`src/logic/cmsi_pkg.sv`:
```
// constants, register map and status carrier of the clock monitor block
//------------------------------------------------------------
// What this block does
// - live main status register is read-only and always shows current conditions
// - bit 6 flags estimator frequency too high, bit 5 too low
// - bit 4 is true once the estimator has finished successfully
// - bit 3 reads 0 for reference A active, 1 for reference B
// - bit 2 is set while the digital loop is in holdover
// - bit 1 reports phase lock from the phase lock detector
// - bit 0 reports frequency lock; may differ from phase lock
// - reference status bits 6..4: A valid, A loss, A out of limits
// - reference status bits 2..0: B valid, B loss, B out of limits
// - captured status registers hold both live registers at interrupt time
// - captured bits hold until the interrupt reset control bit clears them
// - mode mask bit 2 interrupts on an active reference change
// - mode mask bit 1 on holdover exit, bit 0 on holdover entry
// - lock mask bit 4 interrupts when the estimator completes
// - lock mask bit 3 on phase lock fall, bit 2 on its rise
// - lock mask bit 1 on frequency lock fall, bit 0 on its rise
// - reference masks interrupt on edges of valid, loss, out-of-limit per reference
//------------------------------------------------------------
`default_nettype none

package cmsi_pkg;

    // register indices; byte address is four times the index
    localparam logic [9:0] IDX_CONTROL = 10'h012;
    localparam logic [9:0] IDX_LIVE_MAIN = 10'h300;
    localparam logic [9:0] IDX_LIVE_REFS = 10'h301;
    localparam logic [9:0] IDX_CAPT_MAIN = 10'h302;
    localparam logic [9:0] IDX_CAPT_REFS = 10'h303;
    localparam logic [9:0] IDX_MASK_MODE = 10'h304;
    localparam logic [9:0] IDX_MASK_LOCK = 10'h305;
    localparam logic [9:0] IDX_MASK_REFERENCE_A = 10'h306;
    localparam logic [9:0] IDX_MASK_REFERENCE_B = 10'h307;

    localparam int CTRL_IRQ_RESET_BIT = 5;

    // writable bits of each mask register, others reserved and read zero
    localparam logic [7:0] MASK_MODE_BITS = 8'h07;
    localparam logic [7:0] MASK_LOCK_BITS = 8'h1F;
    localparam logic [7:0] MASK_REF_BITS = 8'h3F;

    localparam logic [7:0] MASK_RESET = 8'h00;
    localparam logic [7:0] CAPT_RESET = 8'h00;

    typedef struct packed {
        logic tooHigh;
        logic tooLow;
        logic estDone;
        logic reference_b;
        logic holdover;
        logic phaseLock;
        logic freqLock;
        logic refAValid;
        logic refALoss;
        logic refAOol;
        logic refBValid;
        logic refBLoss;
        logic refBOol;
    } cmsi_status_s;

    localparam cmsi_status_s STATUS_RESET = '0;

endpackage

`default_nettype wire

```
`src/logic/cmsi_monitor.sv`:
```
// clock monitor status capture and interrupt block with wishbone slave
//
// Added by the designer: the Wishbone register port.
`timescale 1ns/1ps
`default_nettype none

module cmsi_monitor
    import cmsi_pkg::*;
#(
    parameter int ADDR_W = 12
)(
    // clock and reset
    input wire logic ref_clk,
    input wire logic rst,
    // wishbone classic slave
    input wire logic cyc_i,
    input wire logic stb_i,
    input wire logic we_i,
    input wire logic [ADDR_W-1:0] adr_i,
    input wire logic [3:0] sel_i,
    input wire logic [31:0] dat_i,
    output logic [31:0] dat_o,
    output logic ack_o,
    // status from the loop and reference monitors, same clock
    input wire cmsi_status_s liveStatus,
    // interrupt request
    output logic irq
);

    //------------------------------------------------------------
    // state
    //------------------------------------------------------------
    // live status one cycle old, the reference for edge events
    cmsi_status_s prevStatus;
    // low only during the first cycle after reset
    logic primed;

    // interrupt enables; reserved bits are stored as zero
    logic [7:0] maskMode;
    logic [7:0] maskLock;
    logic [7:0] maskRefA;
    logic [7:0] maskRefB;

    // snapshot of both live registers at the first event
    logic [7:0] captMain;
    logic [7:0] captRefs;

    //------------------------------------------------------------
    // bus decode
    //------------------------------------------------------------
    wire logic [9:0] regIdx = adr_i[11:2];
    wire logic busReq = cyc_i & stb_i;
    // a request is taken once; ack_o blocks a second take
    wire logic takeReq = busReq & ~ack_o;
    // a write lands on the edge where the master sees ack high
    wire logic wrEn = busReq & we_i & ack_o & sel_i[0];

    wire logic hitControl = (regIdx == IDX_CONTROL);
    wire logic hitLiveMain = (regIdx == IDX_LIVE_MAIN);
    wire logic hitLiveRefs = (regIdx == IDX_LIVE_REFS);
    wire logic hitCaptMain = (regIdx == IDX_CAPT_MAIN);
    wire logic hitCaptRefs = (regIdx == IDX_CAPT_REFS);
    wire logic hitMaskMode = (regIdx == IDX_MASK_MODE);
    wire logic hitMaskLock = (regIdx == IDX_MASK_LOCK);
    wire logic hitMaskRefA = (regIdx == IDX_MASK_REFERENCE_A);
    wire logic hitMaskRefB = (regIdx == IDX_MASK_REFERENCE_B);

    wire logic wrMode = wrEn & hitMaskMode;
    wire logic wrLock = wrEn & hitMaskLock;
    wire logic wrRefA = wrEn & hitMaskRefA;
    wire logic wrRefB = wrEn & hitMaskRefB;
    // the control bit is a pulse; nothing of it is stored
    wire logic irqReset = wrEn & hitControl
        & dat_i[CTRL_IRQ_RESET_BIT];

    //------------------------------------------------------------
    // live status layout
    //------------------------------------------------------------
    // both registers read straight from the inputs, no refresh step
    wire logic [7:0] liveMain = {
        1'b0,
        liveStatus.tooHigh,
        liveStatus.tooLow,
        liveStatus.estDone,
        liveStatus.reference_b,
        liveStatus.holdover,
        liveStatus.phaseLock,
        liveStatus.freqLock
    };
    // lock decisions are made by the detectors outside this block
    wire logic [7:0] liveRefs = {
        1'b0,
        liveStatus.refAValid,
        liveStatus.refALoss,
        liveStatus.refAOol,
        1'b0,
        liveStatus.refBValid,
        liveStatus.refBLoss,
        liveStatus.refBOol
    };

    //------------------------------------------------------------
    // status history
    //------------------------------------------------------------
    wire logic [7:0] prevMain = {
        1'b0,
        prevStatus.tooHigh,
        prevStatus.tooLow,
        prevStatus.estDone,
        prevStatus.reference_b,
        prevStatus.holdover,
        prevStatus.phaseLock,
        prevStatus.freqLock
    };
    wire logic [7:0] prevRefs = {
        1'b0,
        prevStatus.refAValid,
        prevStatus.refALoss,
        prevStatus.refAOol,
        1'b0,
        prevStatus.refBValid,
        prevStatus.refBLoss,
        prevStatus.refBOol
    };

    //------------------------------------------------------------
    // edge events
    //------------------------------------------------------------
    wire logic [7:0] riseMain = liveMain & ~prevMain;
    wire logic [7:0] fallMain = ~liveMain & prevMain;
    wire logic [7:0] riseRefs = liveRefs & ~prevRefs;
    wire logic [7:0] fallRefs = ~liveRefs & prevRefs;

    // named events of the main register
    wire logic estDoneRise = riseMain[4];
    wire logic phaseFall = fallMain[1];
    wire logic phaseRise = riseMain[1];
    wire logic freqFall = fallMain[0];
    wire logic freqRise = riseMain[0];
    wire logic holdLeave = fallMain[2];
    wire logic holdEnter = riseMain[2];
    // either edge of the selection bit is a change of reference
    wire logic refChange = riseMain[3] | fallMain[3];

    wire logic [7:0] evMode = {5'h00, refChange, holdLeave, holdEnter};
    wire logic [7:0] evLock = {3'h0, estDoneRise, phaseFall, phaseRise,
        freqFall, freqRise};

    // per reference: valid, loss and out-of-limit edges in mask order
    logic [7:0] evRef [2];
    for (genvar r = 0; r < 2; r++)
    begin : g_ref_events
        // lowest bit of this reference; loss and valid sit above it
        localparam int BASE = 4 - 4 * r;
        wire logic validRise = riseRefs[BASE + 2];
        wire logic validFall = fallRefs[BASE + 2];
        wire logic lossRise = riseRefs[BASE + 1];
        wire logic lossFall = fallRefs[BASE + 1];
        wire logic limitRise = riseRefs[BASE];
        wire logic limitFall = fallRefs[BASE];
        assign evRef[r] = {2'h0, validRise, validFall, lossRise, lossFall,
            limitRise, limitFall};
    end
    wire logic [7:0] evRefA = evRef[0];
    wire logic [7:0] evRefB = evRef[1];

    //------------------------------------------------------------
    // interrupt decision
    //------------------------------------------------------------
    wire logic fireMode = |(evMode & maskMode);
    wire logic fireLock = |(evLock & maskLock);
    wire logic fireRefA = |(evRefA & maskRefA);
    wire logic fireRefB = |(evRefB & maskRefB);
    // no events in the first cycle: prevStatus is still the reset value
    wire logic fire = primed
        & (fireMode | fireLock | fireRefA | fireRefB);

    // a new event in the clearing cycle wins and re-arms the capture
    wire logic next_irq = fire | (irq & ~irqReset);
    wire logic capture = fire & (~irq | irqReset);

    //------------------------------------------------------------
    // read mux
    //------------------------------------------------------------
    // one select at most is high, so the lanes are simply ORed
    wire logic [7:0] readByte =
        ({8{hitLiveMain}} & liveMain)
        | ({8{hitLiveRefs}} & liveRefs)
        | ({8{hitCaptMain}} & captMain)
        | ({8{hitCaptRefs}} & captRefs)
        | ({8{hitMaskMode}} & maskMode)
        | ({8{hitMaskLock}} & maskLock)
        | ({8{hitMaskRefA}} & maskRefA)
        | ({8{hitMaskRefB}} & maskRefB);

    //------------------------------------------------------------
    // bus answer
    //------------------------------------------------------------
    always_ff @(posedge ref_clk or posedge rst)
    begin
        if (rst)
        begin
            ack_o <= 1'b0;
        end
        else
        begin
            ack_o <= takeReq;
        end
    end

    //------------------------------------------------------------
    // read data
    //------------------------------------------------------------
    // read data stands until the next request is taken
    always_ff @(posedge ref_clk or posedge rst)
    begin
        if (rst)
        begin
            dat_o <= 32'h0000_0000;
        end
        else if (takeReq)
        begin
            dat_o <= {24'h00_0000, readByte};
        end
    end

    //------------------------------------------------------------
    // mask registers
    //------------------------------------------------------------
    always_ff @(posedge ref_clk or posedge rst)
    begin
        if (rst)
        begin
            maskMode <= MASK_RESET;
        end
        else if (wrMode)
        begin
            maskMode <= dat_i[7:0] & MASK_MODE_BITS;
        end
    end

    always_ff @(posedge ref_clk or posedge rst)
    begin
        if (rst)
        begin
            maskLock <= MASK_RESET;
        end
        else if (wrLock)
        begin
            maskLock <= dat_i[7:0] & MASK_LOCK_BITS;
        end
    end

    always_ff @(posedge ref_clk or posedge rst)
    begin
        if (rst)
        begin
            maskRefA <= MASK_RESET;
        end
        else if (wrRefA)
        begin
            maskRefA <= dat_i[7:0] & MASK_REF_BITS;
        end
    end

    always_ff @(posedge ref_clk or posedge rst)
    begin
        if (rst)
        begin
            maskRefB <= MASK_RESET;
        end
        else if (wrRefB)
        begin
            maskRefB <= dat_i[7:0] & MASK_REF_BITS;
        end
    end

    //------------------------------------------------------------
    // status history register
    //------------------------------------------------------------
    always_ff @(posedge ref_clk or posedge rst)
    begin
        if (rst)
        begin
            prevStatus <= STATUS_RESET;
            primed <= 1'b0;
        end
        else
        begin
            prevStatus <= liveStatus;
            primed <= 1'b1;
        end
    end

    //------------------------------------------------------------
    // interrupt
    //------------------------------------------------------------
    always_ff @(posedge ref_clk or posedge rst)
    begin
        if (rst)
        begin
            irq <= 1'b0;
        end
        else
        begin
            irq <= next_irq;
        end
    end

    //------------------------------------------------------------
    // capture
    //------------------------------------------------------------
    // first event wins; later events wait for the interrupt reset
    always_ff @(posedge ref_clk or posedge rst)
    begin
        if (rst)
        begin
            captMain <= CAPT_RESET;
        end
        else if (capture)
        begin
            captMain <= liveMain;
        end
        else if (irqReset)
        begin
            captMain <= CAPT_RESET;
        end
    end

    always_ff @(posedge ref_clk or posedge rst)
    begin
        if (rst)
        begin
            captRefs <= CAPT_RESET;
        end
        else if (capture)
        begin
            captRefs <= liveRefs;
        end
        else if (irqReset)
        begin
            captRefs <= CAPT_RESET;
        end
    end

endmodule // cmsi_monitor

`default_nettype wire

```
`config.mk`:
```
export PLATFORM = sky130hd
export DESIGN_NAME = cmsi_monitor
export DESIGN_NICKNAME = d
export VERILOG_FILES = /design/src/logic/cmsi_pkg.sv /design/src/logic/cmsi_monitor.sv
export SDC_FILE = /design/constraint.sdc
export NUM_CORES = 1
export LEC_CHECK = 0
export ABC_AREA = 1
export BUFFER_PORTS_ARGS = -buffer_cell sky130_fd_sc_hd__buf_2
export CAP_MARGIN = 20
export CORE_MARGIN = 2
export CORE_UTILIZATION = 31
export DETAILED_ROUTE_END_ITERATION = 8
export PLACE_DENSITY_LB_ADDON = 0.25
export SYNTH_ARGS = -nofsm -noshare
export SYNTH_HDL_FRONTEND = slang
export SYNTH_SLANG_ARGS = --single-unit
```
`constraint.sdc`:
```
create_clock -name ref_clk -period 2.9 [get_ports ref_clk]
set_clock_uncertainty 0.05 [all_clocks]
set_input_delay 0.145 -clock ref_clk [delete_from_list [all_inputs] [get_ports ref_clk]]
set_output_delay 0.145 -clock ref_clk [all_outputs]
set_load 0.1 [all_outputs]
```
==> metrics <==
outcome=finished, final reports clean; Clk network pwr share=0.260; worst-path fanout max=15; CTS Buffer Depth=2; most frequent cells in the layout=nand2_1, dfrtp_1, nand3_1; RR Endpoint=captMain[0]; initial antenna violation count=0; GPL Wtd Cong=between 0.7 and 0.8; R2R depth=7; Hold Buf Count CTS=12; Post-CTS Setup Bufs=0; Max-Cap Viols=0; GRT Total Usage=0.166; Power per Cell Area=~480 nW/um^2; startpoint types=input pin; flop-to-flop setup slack=0.82 ns; register share of total power=0.487; Tcrit/Tclk final=0.721; CTS sink count=54; FP Rows=35; DRT Pass-1 Iters=4; crit end category=flop; P_int=1.01 mW; Post-Place Cells=around 550; final wirelength=7990 um; first-pass GRT wire length=13200 um; CTS resizes=0; number of global-route vias before repair=around 2600; HP Start=liveStatus[11]; WL per Instance=14.0 um; most common cell after layout, fill and taps aside=nand2_1; nets@finish=507; Top Ports=100; Antenna Nets Post-Route=0; final setup fails=0; Vias=2629; Fin Setup TNS=0 ns; chip height=102 um; pre-CTS setup slack=between 0.8 and 0.9 ns; Peak supply drop=approximately 0.26 mV; FF-to-FF Start=ack_o; ant diodes=0; crit path setup slack, layout=~0.81 ns; Yosys cell types=29; critical path class=in -> reg; total grt overflow=0; placed cell areas=3220 um^2; core footprint=roughly 9300 um^2; CTS tree=yes; clock root buffer=clkbuf_8; Mean Syn Cell Area=slightly below 8 um^2; clk_lat worst skew=0.31 ns; Switching Fraction=0.382; register area share after synthesis=0.456; worst hold path class=in -> reg; yosys warns=0; Tightest Pin Transition=0.605 ns; Critical Path Start=liveStatus[10]; total power=1.64 mW; fmax=479 MHz; Logic pwr share=0.253; residual DRC count=0; number of vias per cell=4.60; CP Data Required Time=3.05 ns; Period minus WS final=2.09 ns; Finished Cell Area=3420 um^2; Slew headroom=0.596; final hold violations=0; TritonCTS buffer count=5; Final HPWL DP=5930 um; largest net degree at the start of global routing=30; Post-Syn Instances=a little under 400; depth of the CTS H-tree=2; DRT iter0 DRCs=roughly 140; fraction of layout cells with a size suffix above 1=0.161; mapped cell area=2970 um^2; FF+latch count, synth=54; die width=102 um; area added between synthesis and finish=15.4%; buffers added on ports=43; Final Max Slew Viols=0; leakage power=1.73 nW; crit path DAT=2.24 ns; Fill cells=1003; Initial Util=0.320; Sw Pwr=626 uW; RSZ-0062 raised after global routing=false; die area=10400 um^2; final std cells w/o fill=571; Hold Path Sink=captMain[5]; Worst-path clk slew=0.10 ns; Worst Hold Depth=3
==> power groups by stage <==
stage	combinational (mW)	sequential, mW	clock, mW
6_report	0.414	0.799	0.426
5_1_grt	0.439	0.803	0.475
4_1_cts	0.417	0.799	0.443
3_5_place_dp	0.403	0.814	0
3_3_place_gp	0.402	0.813	0
2_1_floorplan	0.236	0.925	0
==> routing by layer <==
| metal | track usage | routed length (um) |
|---|---|---|
| met2 | 0.259 | 3640 |
| met4 | 0.0328 | 82 |
| met1 | 0.242 | 3800 |
| met3 | 0.0328 | 469 |
| met5 | 0 | 0 |
==> flip-flops by register name, summed over array words and instances, names as in the netlist, 3 cells and up <==
register  count
maskRefB      6
captRefs      6
maskRefA      6
maskMode      3
maskLock      5
dat_o         7
prevRefs      6
captMain      7
prevMain      5
==> how the worst max path moves through the flow <==
| stage | end | slack (ns) | cells after the start |
|---|---|---|---|
| global route | captRefs[6] | 0.63 | 7 |
| finish | captMain[0] | 0.81 | 11 |
| floorplan | captMain[0] | 0.72 | 8 |
| CTS | captMain[0] | 0.81 | 11 |
| detailed placement | captMain[0] | 0.84 | 7 |
| global placement | captMain[2] | 0.89 | 7 |
==> cells in the mapped netlist (all sizes together) <==
master / instances / share of area
inv: 32 / 0.040
conb: 2 / 0.0025
o21ai: 23 / 0.039
clkbuf: 4 / 0.0051
nor2: 51 / 0.075
nor3b: 1 / 0.0025
clkinv: 1 / 0.0013
nand4: 21 / 0.049
nor3: 9 / 0.020
nand3b: 1 / 0.0025
o211ai: 1 / 0.0025
nor4: 1 / 0.0021
dfrtp: 54 / 0.46
nand2: 104 / 0.13
a21oi: 5 / 0.0084
buf: 29 / 0.073
nand3: 47 / 0.085
==> critical path, stage by stage <==
cell,delay (ns)
dlygate4sd3_1,0.52
buf_2,0.16
nand2_1,0.06
nor2_1,0.16
nor2_1,0.08
nand3_1,0.10
nor2_1,0.05
nand2_1,0.44
nand3_4,0.30
nand3_1,0.14
nand2_1,0.07
==> area by class of cell <==
cell class,count,area (um^2),share of cell area
Sequential cell,54,1350,0.395
Clock buffer,6,72.6,0.0212
Tap cell,129,161,0.0471
Clock inverter,2,13.8,0.00402
Inverter,33,124,0.0362
Timing Repair Buffer,57,350,0.102
Multi-Input combinational cell,290,1350,0.394
==> cells by family after synthesis <==
family | count (synthesis) | synth area share
and+or+nand+nor | 235 | 0.372
buffers and inverters | 66 | 0.120
DFF | 54 | 0.456
AOI/OAI and AO/OA | 29 | 0.0498
other | 2 | 0.00253
==> metrics by stage <==
step	utilization	hold slack [ns]
finish	0.369	0.0538
global placement	0.346	0.209
CTS	0.369	0.0463
floorplan	-	0.126
detailed placement	0.346	0.208
global route	0.369	0.0516
(Power assumes the default switching activity.)
